### src/hw/op_status_pkg.sv
package op_status_pkg;

  // ----------------------------------------------------------------------
  // Widths and bit map
  // ----------------------------------------------------------------------
  localparam int unsigned REG_W = 16;

  typedef logic [REG_W-1:0] reg_t;

  localparam int unsigned CAL_BIT        = 0;
  localparam int unsigned WAIT_TRIG_BIT  = 5;
  localparam int unsigned MAIN_VOLT_BIT  = 8;
  localparam int unsigned AUX_VOLT_BIT   = 9;
  localparam int unsigned POS_CURR_BIT   = 10;
  localparam int unsigned NEG_CURR_BIT   = 11;
  localparam int unsigned AUX_CURR_BIT   = 12;
  localparam int unsigned SUMMARY_BIT    = 7;

  // Positions that carry a live condition.
  localparam reg_t DEFINED_MASK   = 16'h1F21;
  // Host values are limited to 0..32767, so bit 15 never stores.
  localparam reg_t WRITABLE_MASK  = 16'h7FFF;

  // ----------------------------------------------------------------------
  // Reset and preset values
  // ----------------------------------------------------------------------
  localparam reg_t RISE_PRESET    = 16'h7FFF;
  localparam reg_t FALL_PRESET    = 16'h0000;
  localparam reg_t MASK_PRESET    = 16'h0000;
  localparam reg_t ZERO_WORD      = 16'h0000;

  // ----------------------------------------------------------------------
  // Command port encodings
  // ----------------------------------------------------------------------
  typedef enum logic [1:0] {
    OP_READ   = 2'h0,
    OP_WRITE  = 2'h1,
    OP_PRESET = 2'h3
  } cmd_op_e;

  typedef enum logic [2:0] {
    SEL_LIVE_STATE = 3'h0,
    SEL_EVENTS     = 3'h1,
    SEL_MASK       = 3'h2,
    SEL_FALL       = 3'h3,
    SEL_RISE       = 3'h4
  } reg_sel_e;

endpackage

### src/hw/op_filter_if.sv
`timescale 1ns/10ps
interface op_filter_if;
  import op_status_pkg::*;

  reg_t cond;
  reg_t rise;
  reg_t fall;
  reg_t hit;
  logic clr;
  reg_t events;

  modport ctrl (output cond, output rise, output fall, output clr,
                input hit, input events);
  modport filt (input cond, input rise, input fall, output hit);
  modport latch (input hit, input clr, output events);
endinterface

### src/hw/op_event_latch.sv
`timescale 1ns/10ps
module op_event_latch
  import op_status_pkg::*;
(
  // Clock and reset
  input  wire logic i_sys_clk,
  input  wire logic i_rst_n,
  // Latch carrier
  op_filter_if.latch l
);

  reg_t events_q;
  reg_t events_d;

  // A new hit wins over a clear in the same cycle.
  always_comb begin
    events_d = (l.clr ? ZERO_WORD : events_q) | l.hit;
  end

  always_ff @(posedge i_sys_clk or negedge i_rst_n) begin
    if (!i_rst_n) begin
      events_q <= ZERO_WORD;
    end else begin
      events_q <= events_d;
    end
  end

  assign l.events = events_q;

endmodule

### src/hw/op_status_group.sv
`timescale 1ns/10ps
module op_status_group
  import op_status_pkg::*;
(
  // Clock and reset
  input  wire logic                 i_sys_clk,
  input  wire logic                 i_rst_n,
  // Live operating state from device logic on this clock
  input  wire logic                 i_calibrating,
  input  wire logic                 i_awaiting_trigger_flag,
  input  wire logic                 i_main_const_voltage_flag,
  input  wire logic                 i_aux_const_voltage_flag,
  input  wire logic                 i_positive_const_current_flag,
  input  wire logic                 i_negative_const_current_flag,
  input  wire logic                 i_aux_const_current_flag,
  // Host command port
  input  wire logic                 i_cmd_valid,
  input  wire logic [1:0]           i_cmd_op,
  input  wire logic [2:0]           i_cmd_sel,
  input  wire logic [REG_W-1:0]     i_cmd_wdata,
  // Host response
  output logic                      o_rsp_valid,
  output logic [REG_W-1:0]          o_rsp_data,
  // Status byte contribution
  output logic                      o_operation_summary_bit
);

  // ----------------------------------------------------------------------
  // Command decode
  // ----------------------------------------------------------------------
  logic cmd_read;
  logic cmd_write;
  logic cmd_preset;

  // The spare op code decodes to nothing, so a stray code leaves every register alone.
  always_comb begin
    cmd_read   = 1'b0;
    cmd_write  = 1'b0;
    cmd_preset = 1'b0;
    if (i_cmd_valid) begin
      unique case (cmd_op_e'(i_cmd_op))
        OP_READ:   cmd_read   = 1'b1;
        OP_WRITE:  cmd_write  = 1'b1;
        OP_PRESET: cmd_preset = 1'b1;
        default:   cmd_read   = 1'b0;
      endcase
    end
  end

  function automatic logic sel_is(input logic [2:0] sel, input reg_sel_e which);
    sel_is = (reg_sel_e'(sel) == which);
  endfunction

  // Bit 15 is outside the host's value range and is never stored.
  function automatic reg_t host_word(input reg_t wdata);
    host_word = wdata & WRITABLE_MASK;
  endfunction

  // ----------------------------------------------------------------------
  // Register strobes
  // ----------------------------------------------------------------------
  logic wr_mask;
  logic wr_fall;
  logic wr_rise;
  logic rd_events;

  // Writes aimed at the read-only or unmapped selects match no strobe.
  assign wr_mask   = cmd_write && sel_is(i_cmd_sel, SEL_MASK);
  assign wr_fall   = cmd_write && sel_is(i_cmd_sel, SEL_FALL);
  assign wr_rise   = cmd_write && sel_is(i_cmd_sel, SEL_RISE);
  assign rd_events = cmd_read && sel_is(i_cmd_sel, SEL_EVENTS);

  // ----------------------------------------------------------------------
  // Live state capture
  // ----------------------------------------------------------------------
  reg_t live_q;
  reg_t live_d;

  always_comb begin
    live_d                = ZERO_WORD;
    live_d[CAL_BIT]       = i_calibrating;
    live_d[WAIT_TRIG_BIT] = i_awaiting_trigger_flag;
    live_d[MAIN_VOLT_BIT] = i_main_const_voltage_flag;
    live_d[AUX_VOLT_BIT]  = i_aux_const_voltage_flag;
    live_d[POS_CURR_BIT]  = i_positive_const_current_flag;
    live_d[NEG_CURR_BIT]  = i_negative_const_current_flag;
    live_d[AUX_CURR_BIT]  = i_aux_const_current_flag;
  end

  // One register stage so the compared and reported value is glitch free.
  always_ff @(posedge i_sys_clk or negedge i_rst_n) begin
    if (!i_rst_n) begin
      live_q <= ZERO_WORD;
    end else begin
      live_q <= live_d;
    end
  end

  // ----------------------------------------------------------------------
  // Host writable registers
  // ----------------------------------------------------------------------
  reg_t mask_q;
  reg_t fall_q;
  reg_t rise_q;

  always_ff @(posedge i_sys_clk or negedge i_rst_n) begin
    if (!i_rst_n) begin
      mask_q <= MASK_PRESET;
    end else if (cmd_preset) begin
      mask_q <= MASK_PRESET;
    end else if (wr_mask) begin
      mask_q <= host_word(i_cmd_wdata);
    end
  end

  always_ff @(posedge i_sys_clk or negedge i_rst_n) begin
    if (!i_rst_n) begin
      fall_q <= FALL_PRESET;
    end else if (cmd_preset) begin
      fall_q <= FALL_PRESET;
    end else if (wr_fall) begin
      fall_q <= host_word(i_cmd_wdata);
    end
  end

  always_ff @(posedge i_sys_clk or negedge i_rst_n) begin
    if (!i_rst_n) begin
      rise_q <= RISE_PRESET;
    end else if (cmd_preset) begin
      rise_q <= RISE_PRESET;
    end else if (wr_rise) begin
      rise_q <= host_word(i_cmd_wdata);
    end
  end

  // ----------------------------------------------------------------------
  // Transition filter and event latch
  // ----------------------------------------------------------------------
  op_filter_if fx ();

  assign fx.cond = live_q;
  assign fx.rise = rise_q;
  assign fx.fall = fall_q;
  // Clearing on the read itself returns the pre-clear contents below.
  assign fx.clr  = rd_events;

  op_transition_filter u_filter (
    .i_sys_clk (i_sys_clk),
    .i_rst_n   (i_rst_n),
    .f         (fx.filt)
  );

  op_event_latch u_latch (
    .i_sys_clk (i_sys_clk),
    .i_rst_n   (i_rst_n),
    .l         (fx.latch)
  );

  // ----------------------------------------------------------------------
  // Read response
  // ----------------------------------------------------------------------
  reg_t rsp_d;

  always_comb begin
    unique case (reg_sel_e'(i_cmd_sel))
      SEL_LIVE_STATE: rsp_d = live_q;
      SEL_EVENTS:     rsp_d = fx.events;
      SEL_MASK:       rsp_d = mask_q;
      SEL_FALL:       rsp_d = fall_q;
      SEL_RISE:       rsp_d = rise_q;
      default:        rsp_d = ZERO_WORD;
    endcase
  end

  always_ff @(posedge i_sys_clk or negedge i_rst_n) begin
    if (!i_rst_n) begin
      o_rsp_valid <= 1'b0;
      o_rsp_data  <= ZERO_WORD;
    end else begin
      o_rsp_valid <= cmd_read;
      if (cmd_read) begin
        o_rsp_data <= rsp_d;
      end
    end
  end

  // ----------------------------------------------------------------------
  // Summary bit
  // ----------------------------------------------------------------------
  reg_t enabled_events;

  assign enabled_events = fx.events & mask_q;

  // Registered for a clean output, at the cost of one cycle of lag.
  always_ff @(posedge i_sys_clk or negedge i_rst_n) begin
    if (!i_rst_n) begin
      o_operation_summary_bit <= 1'b0;
    end else begin
      o_operation_summary_bit <= |enabled_events;
    end
  end

endmodule

### src/hw/op_transition_filter.sv
`timescale 1ns/10ps
module op_transition_filter
  import op_status_pkg::*;
(
  // Clock and reset
  input  wire logic i_sys_clk,
  input  wire logic i_rst_n,
  // Filter carrier
  op_filter_if.filt f
);

  reg_t prev_q;

  // Previous cycle's condition, the reference for edge detection.
  always_ff @(posedge i_sys_clk or negedge i_rst_n) begin
    if (!i_rst_n) begin
      prev_q <= ZERO_WORD;
    end else begin
      prev_q <= f.cond;
    end
  end

  // Both filter bits set pass either edge; both clear pass nothing.
  assign f.hit = (( f.cond & ~prev_q & f.rise)
               |  (~f.cond &  prev_q & f.fall))
               & DEFINED_MASK;

endmodule

### config.mk
export PLATFORM = sky130hd
export DESIGN_NAME = op_status_group
export DESIGN_NICKNAME = d
export VERILOG_FILES = /design/src/hw/op_status_pkg.sv /design/src/hw/op_filter_if.sv /design/src/hw/op_event_latch.sv /design/src/hw/op_status_group.sv /design/src/hw/op_transition_filter.sv
export SDC_FILE = /design/constraint.sdc
export NUM_CORES = 1
export LEC_CHECK = 0
export ABC_CLOCK_PERIOD_IN_PS = 2200
export BUFFER_PORTS_ARGS = -buffer_cell sky130_fd_sc_hd__buf_4
export CAP_MARGIN = 10
export CORE_MARGIN = 8
export CORE_UTILIZATION = 61
export CTS_BUF_LIST = sky130_fd_sc_hd__clkbuf_16
export CTS_CLUSTER_SIZE = 30
export DETAILED_ROUTE_END_ITERATION = 12
export PLACE_DENSITY = 0.86
export SLEW_MARGIN = 5
export SYNTH_ARGS = -nofsm -noshare
export SYNTH_HDL_FRONTEND = slang
export SYNTH_SLANG_ARGS = --single-unit
### constraint.sdc
create_clock -name i_sys_clk -period 2.2 [get_ports i_sys_clk]
set_input_delay 0 -clock i_sys_clk [delete_from_list [all_inputs] [get_ports i_sys_clk]]
set_output_delay 0 -clock i_sys_clk [all_outputs]
set_load 0.05 [all_outputs]
=== Yosys cells after proc, flatten, opt, wreduce, memory -nomap -nowiden ===
Index checks and enable logic that the tools add are counted.

* Bits in registers: 96
* Bits in latches: 0
* Bits in writable memories: 0
* Bits in read-only memories: 0
* Input bits: 31
* Output and inout port bits: 18
* Memories kept: 0

* Add/sub/neg operators: 0
* $mul: 0
* Divide/modulo/power cells: 0
* Order comparisons: 0
* Equality and inequality tests: 6
* Shifts and indexed selects: 0
* Mux-type cells: 14
* Bitwise operators: 9
* Reductions and logical operators: 10

{| class="wikitable"
|+ Operators by type and width
! operator !! count
|-
| $mux W16 || 7
|-
| $pmux W16 S5 || 1
|-
| $and A13 B13 Y13 || 4
|-
| $not A13 Y13 || 2
|-
| $and A16 B16 Y16 || 1
|-
| $or A16 B13 Y16 || 1
|-
| $reduce_or A16 Y1 || 1
|-
| $or A13 B13 Y13 || 1
|-
| $eq A3 B2 Y1 const B || 2
|-
| $mux W1 || 6
|-
| $reduce_bool A2 Y1 || 3
|-
| $logic_and A1 B1 Y1 || 4
|-
| $eq A3 B1 Y1 const B || 1
|-
| $eq A3 B3 Y1 const B || 1
|-
| $logic_not A3 Y1 || 1
|-
| $eq A2 B1 Y1 const B || 1
|-
| $eq A2 B2 Y1 const B || 1
|-
| $logic_not A2 Y1 || 1
|}

=== Depth between registers and ports, before layout ===
Gate-level depths: netlist of the first run.

* Word-level depth: 6
* Depth in mapped cells: 5

=== Modules after synthesis ===
Synthesis of the first run repeated with hierarchy kept, for this count alone.

* Cells, all modules: 392
* Area total of the unflattened synthesis: 4236.6 um^2

{| class="wikitable"
|+ Modules (own cells, without submodules)
! module !! times used !! cells each !! area each (um^2) !! sequential area each (um^2)
|-
| op_status_group || 1 || 320 || 3306.9 || 1770.4
|-
| op_event_latch || 1 || 34 || 543.0 || 400.4
|-
| op_transition_filter || 1 || 38 || 386.6 || 175.2
|}

=== Worst setup path before layout of the first run ===
OpenSTA, ideal clock, no wires.

* Kind: input port to flip-flop
* From: input i_cmd_sel[0]
* To: register mask_q[10]
* Setup time: 125 ps
* Arrival time: 1247 ps
* Data required time: 2075 ps
* Path slack: 829 ps
* Stages: 5
* Buffers on the path: 2
* Cells stage by stage: buf_6 or3b_1 a21oi_4 buf_6 mux2_2

* Word-level cells in the longest chain between the ends: 3

{| class="wikitable"
|+ Ends and longest elaborated chain
! item !! RTL line !! RTL
|-
| start: declaration || op_status_group.sv:19 || <nowiki>input wire logic [2:0] i_cmd_sel,</nowiki>
|-
| $eq A3 B2 Y1 || op_status_group.sv:51 || <nowiki>sel_is = (reg_sel_e'(sel) == which);</nowiki>
|-
| $logic_and A1 B1 Y1 || op_status_group.sv:68 || <nowiki>assign wr_mask = cmd_write && sel_is(i_cmd_sel, SEL_MASK);</nowiki>
|-
| $reduce_bool A2 Y1 (no line) || - ||
|-
| end signal: assignment || op_status_group.sv:112 || <nowiki>mask_q <= host_word(i_cmd_wdata);</nowiki>
|-
| end: declaration || op_status_group.sv:102 || <nowiki>reg_t mask_q;</nowiki>
|}

Every way passes these cells.
A chain may end at the register's enable or synchronous reset.

=== Final worst setup path of the first run ===
* From: input i_cmd_sel[0]
* To: register mask_q[9]

The elaborated chain is that of the path after synthesis.

==> metrics, run 1 <==
max frequency 689 MHz; Initial Utilization 63.0%; Syn Inst Count 294; Pleak 2.06 nW; I/O pin count 49; overall power 4.06 mW; grt ovf 0; met3 Use GR 4.96%; maximum root-to-sink buffer count 2; layout cells sized above 1 36.2%; Clock Latency Late Sink 330 ps; period utilization 66.0%; Max Fanout on Critical Path 36; GPL Wtd Cong 0.799; largest net degree at the start of global routing 83; Synth area leaders dfrtp_1 46%, mux2_2 14%, dfstp_2 11%; first-pass GRT wire length 14500 um; Nets 394; post-synth top area cell dfrtp_1; EDFF count, synth 0; final core utilization 78.4%; Port Buffer Count 46; sequential area share after synthesis 56.5%; slowest stage delay, CP 540 ps; vias 2682; # clock sinks 83; FP Rows 28; worst endpoint data arrival time 1660 ps; most frequent cell after synthesis dfrtp_1; Reg clk slew, reported paths 60 ps; post-route setup TNS 0 ps; RSZ-0062 raised after global routing no; synthesized cell area 3710 um^2; Slowest cell on crit path a21oi_4; top cells by count, synth 68 x dfrtp_1, 45 x mux2_2, 25 x nand2_1; Synth Flop Type dfrtp_1; Slew Limit Fails 0; WP data required 2410 ps; register bit count reported by yosys 83; hpwl dp 5360 um; H-tree levels 3; Syn Area/Cell 12.6 um^2; crit path cell chain buf_4, or3b_1, a21oi_4, mux2_2; Buf/Inv on CP 1; Die H 94.0 um; HP Class input pin to flip-flop; final setup fails 0; busiest grt layer met2; 1st-iter DRT viols 236; GRT Overall Usage 21.3%; antenna-violating nets left 0; postcts setup bufs 0; Worst Setup Start Kind input pin; Die X 94.0 um; max_slew headroom 34.0%; crit path kind input pin to flip-flop; max-capacitance violation count 0; Setup Skew 4.65 ps; CTS root buffer clkbuf_16; CP Capture Type flip-flop; final hold violation count 0; wire length per cell 20.0 um; YS warnings 0; Syn Nets 325; CTS tree done; vias in the first global route 2840; post-cts sizing count 0; met1 GRT Util 25.6%; top cell type's share of synthesized area 45.9%; core area 5890 um^2; synthesis-to-finish area growth 24.5%; delay-heaviest family, CP compound AO/OA/AOI/OAI gates; cell area after layout 4620 um^2; Fill cells 347; WL final 8830 um; status complete, no violations; Max IR drop VDD 0.000670 V; Distinct cells, synth 32; Residual DRC 0; DR pass1 iterations 5; vias per cell 6.07; global routing usage on met2 36.6%; Cell Area, Placed 4100 um^2; CTS Buf Count 9; FFs w/ async S/R, synth 100%; initial antenna violation count 0; Pwr Density 879 nW/um^2; die area 8830 um^2; # diodes 0; Worst-Margin Slew 990 ps; Final min period 1450 ps
## worst paths after layout
| path | startpoint | end | slack, ps | cells past startpoint |
|---|---|---|---|---|
| worst max-delay path | i_cmd_sel[0] | mask_q[9]$_DFFE_PN0P_ | 750 | 4 |
| worst min-delay path | i_cmd_op[1] | o_rsp_valid$_DFF_PN0_ | 10 | 3 |
| worst max register to register | u_latch.l.events[12]$_DFF_PN0_ | o_operation_summary_bit$_DFF_PN0_ | 1000 | 2 |
| worst min register to register | fx.cond[11]$_DFF_PN0_ | u_filter.prev_q[11]$_DFF_PN0_ | 420 | 0 |
| max in group asynchronous | i_rst_n | fx.rise[13]$_DFFE_PN1P_ | 1120 | 3 |
| min in group asynchronous | i_rst_n | o_rsp_data[7]$_DFFE_PN0P_ | 390 | 2 |
## state kept, by name, summed over array words and instances (netlist names)
signal	count
o_operation_summary_bit	1
fx.rise	15
o_rsp_valid	1
u_latch.l.events	7
mask_q	15
u_filter.prev_q	7
o_rsp_data	15
fall_q	15
fx.cond	7
## cells in the final DEF (no fill, tap or decap), types with 2 or more instances in the layout
cell type and count:
dfrtp_1 68, buf_4 52, mux2_2 45, nand2_1 25, dlygate4sd3_1 23, a22oi_1 17, and3b_1 15, and2_1 15
o22a_1 15, dfstp_2 15, o211ai_1 14, inv_1 10, o21ai_0 9, clkbuf_16 9, nand3b_1 8, o221ai_1 7
nand3_1 2, clkinv_2 2, clkinvlp_4 2
## what timing repair did
item | in CTS | in global routing
endpoints found under the setup margin | 0 | 0
hold endpoints to repair | 90 | 0
hold buffers | 23 | 0
## layout make-up
cell class	instances	area, um^2	share of cell area (%)
Sequential cell	83	2100	45.4
Clock buffer	9	225	4.88
Clock inverter	6	58.8	1.27
Tap cell	75	93.8	2.03
Inverter	9	33.8	0.732
Timing Repair Buffer	75	621	13.4
Multi-Input combinational cell	185	1490	32.2
## worst min-delay path, cell delays in order
cell,delay (ps)
buf_4,110
or3b_2,120
inv_1,70
## kinds of logic (layout without fill, tap and decap cells)
| family | after synthesis | count (layout) | share of synthesized area, % |
|---|---|---|---|
| buffers and inverters | 26 | 99 | 3.31 |
| other | 1 | 1 | 0.101 |
| multiplexers | 45 | 45 | 13.7 |
| flip-flops | 83 | 83 | 56.5 |
| AND/OR/NAND/NOR | 73 | 73 | 12.5 |
| AO/OA/AOI/OAI | 66 | 66 | 13.9 |
## metal layers
metal,vias up,part of all wire [%]
met5,-,0
met3,15,5.5
met1,1359,41
met4,0,1.5
li1,1216,-
met2,92,52
## power breakdown
part	total, mW	internal, mW	switching (mW)
Clock	1.44	0.864	0.573
Combinational	0.764	0.353	0.412
Sequential	1.86	1.73	0.125
Total	4.06	2.95	1.11
## metrics by stage
step	std cells	hold slack [ps]	setup slack, ps
after floorplan	294	-296	829
after global placement	404	109	490
after detailed placement	404	111	446
after CTS	442	12.0	781
after global routing	442	20.0	723
final	442	13.2	748
Note: power is estimated with default switching activity, not from simulation.
==> inputs of run 2 (changes only) <==
- ABC_CLOCK_PERIOD_IN_PS: 2200 -> 1380
- CORE_UTILIZATION: 61 -> 57
- PLACE_DENSITY: 0.86 -> 0.81
- clock period: 2.2 -> 1.38 ns (I/O delays scaled with it)
==> metrics, run 2 (synthesized netlist as in run 1, its figures left out) <==
wire length per cell 19.6 um (was 20.0 um); max-capacitance violation count 0 (unchanged); post-cts sizing count 0 (unchanged); synthesis-to-finish area growth 27.9% (was 24.5%); antenna-violating nets left 0 (unchanged); Initial Utilization 58.7% (was 63.0%); Worst Setup Start Kind flip-flop (was input pin); Max IR drop VDD 0.000946 V (was 0.000670 V); hpwl dp 5810 um (was 5360 um); Die H 96.6 um (was 94.0 um); status complete, no violations (unchanged); GRT Overall Usage 20.0% (was 21.3%); maximum root-to-sink buffer count 2 (unchanged); most frequent cells in the layout 68 x dfrtp_1, 67 x buf_4, 45 x mux2_2 (was 68 x dfrtp_1, 52 x buf_4, 45 x mux2_2); worst endpoint data arrival time 1380 ps (was 1660 ps); WL final 9060 um (was 8830 um); placed cell count 423 (was 404); Reg power frac 47.1% (was 45.8%); max_slew headroom 66.4% (was 34.0%); RSZ-0062 raised after global routing no (unchanged); Clock Latency Late Sink 330 ps (about the same); Reg clk slew, reported paths 60 ps (about the same); switching power 1.76 mW (was 1.11 mW); vias 2726 (was 2682); Die X 96.6 um (was 94.0 um); I/O pin count 49 (unchanged); Net Sw Frac 27.9% (was 27.3%); Pleak 2.14 nW (was 2.06 nW); first-pass GRT wire length 15100 um (was 14500 um); max frequency 832 MHz; Residual DRC 0 (unchanged); cell area after layout 4740 um^2 (was 4620 um^2); initial antenna violation count 0 (unchanged); Post-Layout Cell Count 462 (was 442); crit path kind flip-flop to flip-flop (was input pin to flip-flop); vias per cell 5.90 (was 6.07); Cell Area, Placed 4260 um^2 (was 4100 um^2); CTS tree done (unchanged); WP data required 1560 ps (was 2410 ps); clock share of power 32.9% (was 35.4%); # diodes 0 (unchanged); CTS Buf Count 9 (unchanged); GPL Wtd Cong 0.813 (was 0.799); final hold violation count 0 (unchanged); period utilization 87.1%; Nets 411 (was 394); Final min period 1200 ps; core area 6310 um^2 (was 5890 um^2); Setup Skew 4.12 ps (was 4.65 ps); layout cells sized above 1 38.2% (was 36.2%); H-tree levels 3 (unchanged); DR pass1 iterations 5 (unchanged); 1st-iter DRT viols 106 (was 236); HP Class input pin to flip-flop (unchanged); final setup fails 0 (unchanged); Port Buffer Count 46 (unchanged); Fin Hold WS 44.2 ps (was 13.2 ps); CP Capture Type flip-flop (unchanged); grt ovf 0 (unchanged); Slew Limit Fails 0 (unchanged); largest net degree at the start of global routing 84 (was 83); FP Rows 29 (was 28); Combinational Power Share 20.0% (was 18.8%); Cell Int Power 4.54 mW (was 2.95 mW); CTS root buffer clkbuf_16 (unchanged); Pwr Density 1330 nW/um^2 (was 879 nW/um^2); Worst-Margin Slew 505 ps (was 990 ps); die area 9340 um^2 (was 8830 um^2); commonest non-fill, non-tap cell in the layout dfrtp_1 (unchanged); vias in the first global route 2983 (was 2840); # clock sinks 83 (unchanged); Max Fanout on Critical Path 3 (was 36)
==> run 2: repair_timing <==
| action | in CTS | in global routing |
|---|---|---|
| hold buffers | 23 | 0 |
| buffers inserted | 0 | 0 |
| endpoints found under the hold margin | 90 | 0 |
==> run 2: worst max-delay path: stages, from the launching register on <==
cell and delay [ps]:
dfrtp_1 400, a222oi_1 510, nand3_1 150
==> run 2: cell type report <==
class | count | area, um^2
repair buffers | 92 | 773
well taps | 77 | 96.3
inverters | 9 | 33.8
clock buffers | 9 | 225
fillers | 428 | 1570
flip-flops and latches | 83 | 2100
multi-input cells | 185 | 1490
clock inverters | 7 | 28.8
==> run 2: power by group through the flow <==
stage	logic, mW	clock network, mW	registers [mW]
final	1.26	2.07	2.97
after global routing	1.35	2.21	3.00
after CTS	1.27	2.10	2.96
after detailed placement	1.20	0	3.00
after global placement	1.16	0	2.98
after floorplan	0.558	0	3.18
==> run 2: through the flow <==
| step | setup TNS (ps) | setup WS, ps | util, % | power, mW |
|---|---|---|---|---|
| after floorplan | 0 | 8.60 | - | 3.74 |
| after global placement | 0 | 41.8 | 67.4 | 4.14 |
| after detailed placement | -41.1 | -19.4 | 67.4 | 4.20 |
| after CTS | 0 | 234 | 75.1 | 6.32 |
| after global routing | 0 | 172 | 75.1 | 6.56 |
| final | 0 | 178 | 75.1 | 6.29 |
==> run 2: final timing paths <==
kind | start | endpoint | slack, ps | depth (start not counted)
min in group asynchronous | i_rst_n | mask_q[13]$_DFFE_PN0P_ | 230 | 3
max in group asynchronous | i_rst_n | fx.rise[3]$_DFFE_PN1P_ | 780 | 3
hold / removal | i_cmd_op[1] | o_rsp_valid$_DFF_PN0_ | 40 | 3
setup / recovery | mask_q[12]$_DFFE_PN0P_ | o_operation_summary_bit$_DFF_PN0_ | 180 | 2
setup reg to reg | mask_q[12]$_DFFE_PN0P_ | o_operation_summary_bit$_DFF_PN0_ | 180 | 2
hold reg to reg | fx.cond[8]$_DFF_PN0_ | u_filter.prev_q[8]$_DFF_PN0_ | 420 | 0
==> run 2: per-layer routing <==
metal  vias up  track usage (%)  wire (um)
met5         -                0          0
met4         0             11.5        227
met3        21             4.48        384
met2        73             34.1       4770
met1      1384             22.4       3670
li1       1248                -          -
==> inputs of run 3 (changes only) <==
- ABC_AREA: unset -> 1
- REMOVE_ABC_BUFFERS: unset -> 1
- SLEW_MARGIN: 5 -> unset
==> metrics, run 3 <==
Die H 96.8 um (was 96.6 um); r2r setup slk 380 ps (was 180 ps); vias in the first global route 3335 (was 2983); area occupied by multi-input gates 1380 um^2 (was 1490 um^2); core area 6350 um^2 (was 6310 um^2); met3 Use GR 4.84% (was 4.48%); Synth Flop Type dfrtp_1 (unchanged); FFs w/ async S/R, synth 100% (unchanged); slowest stage delay, CP 400 ps (was 510 ps); Pleak 2.32 nW (was 2.14 nW); Max Fanout on Critical Path 3 (unchanged); vias per cell 5.54 (was 5.90); Residual DRC 0 (unchanged); CP Capture Type flip-flop (unchanged); final setup fails 0 (unchanged); vias 3195 (was 2726); H-tree levels 3 (unchanged); delay-heaviest family, CP flip-flops (was compound AO/OA/AOI/OAI gates); wire length per cell 15.8 um (was 19.6 um); largest family of logic cells by synthesized area simple AND/OR/NAND/NOR gates (was compound AO/OA/AOI/OAI gates); compound-cell area share of the yosys netlist 10.8% (was 13.9%); Slew Limit Fails 0 (unchanged); max frequency 1000 MHz (was 832 MHz); CTS root buffer clkbuf_16 (unchanged); Net Sw Frac 29.5% (was 27.9%); Cell Int Power 4.56 mW (was 4.54 mW); DR pass1 iterations 5 (unchanged); cell area after layout 4690 um^2 (was 4740 um^2); top cell type's share of synthesized area 45.7% (was 45.9%); Fill cells 461 (was 428); post-synthesis mux area share 0% (was 13.7%); Buf/Inv on CP 0 (unchanged); Setup Skew 6.14 ps (was 4.12 ps); Final min period 996 ps (was 1200 ps); maximum root-to-sink buffer count 2 (unchanged); Port Buffer Count 46 (unchanged); global routing usage on met2 36.1% (was 34.1%); EDFF count, synth 0 (unchanged); final core utilization 73.9% (was 75.1%); antenna-violating nets left 0 (unchanged); Die X 96.8 um (was 96.6 um); Initial Utilization 58.6% (was 58.7%); met1 GRT Util 23.9% (was 22.4%); FP Rows 29 (unchanged); crit path kind flip-flop to flip-flop (unchanged); switching power 1.91 mW (was 1.76 mW); CP most frequent cell o21ai_0; Post-Synth Adder-Cell Area 0% (unchanged); initial antenna violation count 0 (unchanged); GRT Overall Usage 20.7% (was 20.0%); grt ovf 0 (unchanged); Max IR drop VDD 0.00116 V (was 0.000946 V); # clock sinks 83 (unchanged); layout cells sized above 1 24.6% (was 38.2%); synthesis-to-finish area growth 26.0% (was 27.9%); WP data required 1590 ps (was 1560 ps); max-capacitance violation count 0 (unchanged); # diodes 0 (unchanged); Reg clk slew, reported paths 60 ps (about the same); most frequent cells in the layout 136 x nand2_1, 68 x dfrtp_1, 64 x buf_4 (was 68 x dfrtp_1, 67 x buf_4, 45 x mux2_2); most frequent cell after synthesis nand2_1 (was dfrtp_1); Syn Inst Count 417 (was 294); post-cts sizing count 0 (unchanged); GPL Wtd Cong 0.815 (was 0.813); CTS Buf Count 9 (unchanged); HP Class input pin to flip-flop (unchanged); Clock Latency Late Sink 340 ps (was 330 ps); WL final 9130 um (was 9060 um); I/O pin count 49 (unchanged); Slowest cell on crit path dfrtp_1 (was a222oi_1); busiest grt layer met2 (unchanged); commonest non-fill, non-tap cell in the layout nand2_1 (was dfrtp_1); Post-Layout Cell Count 577 (was 462); crit path cell chain nand4_1, o21ai_0, o21ai_0, nand2_1 (was a222oi_1, nand3_1); final hold violation count 0 (unchanged); 1st-iter DRT viols 183 (was 106); Nets 526 (was 411); clock share of power 36.8% (was 32.9%); die area 9370 um^2 (was 9340 um^2); Cell Area, Placed 4160 um^2 (was 4260 um^2); sequential area share after synthesis 56.3% (was 56.5%); placed cell count 538 (was 423); synthesized cell area 3720 um^2 (was 3710 um^2); Combinational Power Share 18.2% (was 20.0%); Syn Area/Cell 8.92 um^2 (was 12.6 um^2); Reg power frac 45.1% (was 47.1%); top cells by count, synth 136 x nand2_1, 68 x dfrtp_1, 50 x nor2_1 (was 68 x dfrtp_1, 45 x mux2_2, 25 x nand2_1); post-synth top area cell dfrtp_1 (unchanged); first-pass GRT wire length 16000 um (was 15100 um); largest net degree at the start of global routing 40 (was 84); simple-gate share of the synthesized area 26.2% (was 12.5%); register area 2100 um^2 (unchanged); period utilization 72.1% (was 87.1%); Distinct cells, synth 26 (was 32); Pwr Density 1380 nW/um^2 (was 1330 nW/um^2); CTS tree done (unchanged); YS warnings 0 (unchanged); hpwl dp 6040 um (was 5810 um); register bit count reported by yosys 83 (unchanged); XOR/XNOR Fraction of Synth Area 0% (unchanged); status complete, no violations (unchanged); RSZ-0062 raised after global routing no (unchanged); worst endpoint data arrival time 1210 ps (was 1380 ps); Synth area leaders dfrtp_1 46%, nand2_1 14%, dfstp_2 11% (was dfrtp_1 46%, mux2_2 14%, dfstp_2 11%); post-route setup TNS 0 ps (unchanged); Worst Setup Start Kind flip-flop (unchanged)
-- run 3: cell families (layout without fill, tap and decap cells) --
group	after synthesis	after routing
compound gates	61	61
simple gates	231	231
flops	83	83
other cells	1	1
buf+inv	41	124
-- run 3: power groups by stage --
stage                     clock (mW)  combinational, mW  sequential (mW)
after CTS                       2.43               1.18             2.91
final                           2.38               1.17             2.92
after floorplan                    0              0.427             3.18
after detailed placement           0               1.12             2.95
after global routing            2.51               1.28             2.95
after global placement             0               1.08             2.94
-- run 3: final cells by class --
cell class,instances,area share (%)
inverters,20,1.76
clock inverters,7,1.63
well taps,77,2.05
repair buffers,88,15.6
multi-input cells,293,29.5
clock buffers,9,4.80
flip-flops and latches,83,44.7
-- run 3: what timing repair did --
action | 4_1_cts | 5_1_grt
hold buffers | 23 | 0
endpoints found under the hold margin | 120 | 0
buffers inserted | 0 | 0
-- run 3: worst paths after layout --
path                            cells after the start                       endpoint                  start
worst max-delay path                                4      o_rsp_data[9]$_DFFE_PN0P_  fall_q[9]$_DFFE_PN0P_
worst min-delay path                                3         fx.rise[8]$_DFFE_PN1P_            i_cmd_op[1]
worst max register to register                      4      o_rsp_data[9]$_DFFE_PN0P_  fall_q[9]$_DFFE_PN0P_
worst min register to register                      0  u_filter.prev_q[12]$_DFF_PN0_  fx.cond[12]$_DFF_PN0_
max in group asynchronous                           3         fx.rise[2]$_DFFE_PN1P_                i_rst_n
min in group asynchronous                           2          fx.cond[12]$_DFF_PN0_                i_rst_n
-- run 3: metrics by stage --
step	hold slack, ps	power (mW)	setup WS (ps)
final	63.2	6.47	384
after global routing	80.2	6.75	196
after CTS	52.7	6.51	395
after detailed placement	-76.3	4.06	200
after global placement	-78.2	4.02	253
after floorplan	-296	3.61	46.0
-- run 3: per-layer routing --
layer / wire length (um) / part of all wire, % / vias up
met4: 221 / 2.4 / 0
met3: 506 / 5.5 / 24
li1: - / - / 1518
met2: 4790 / 52 / 125
met1: 3610 / 40 / 1528
met5: 0 / 0 / -
-- run 3: worst min-delay path: cells and delay by family --
family                 cells  cell delay (ps)
AO/OA/AOI/OAI              2              220
buffers and inverters      1              130
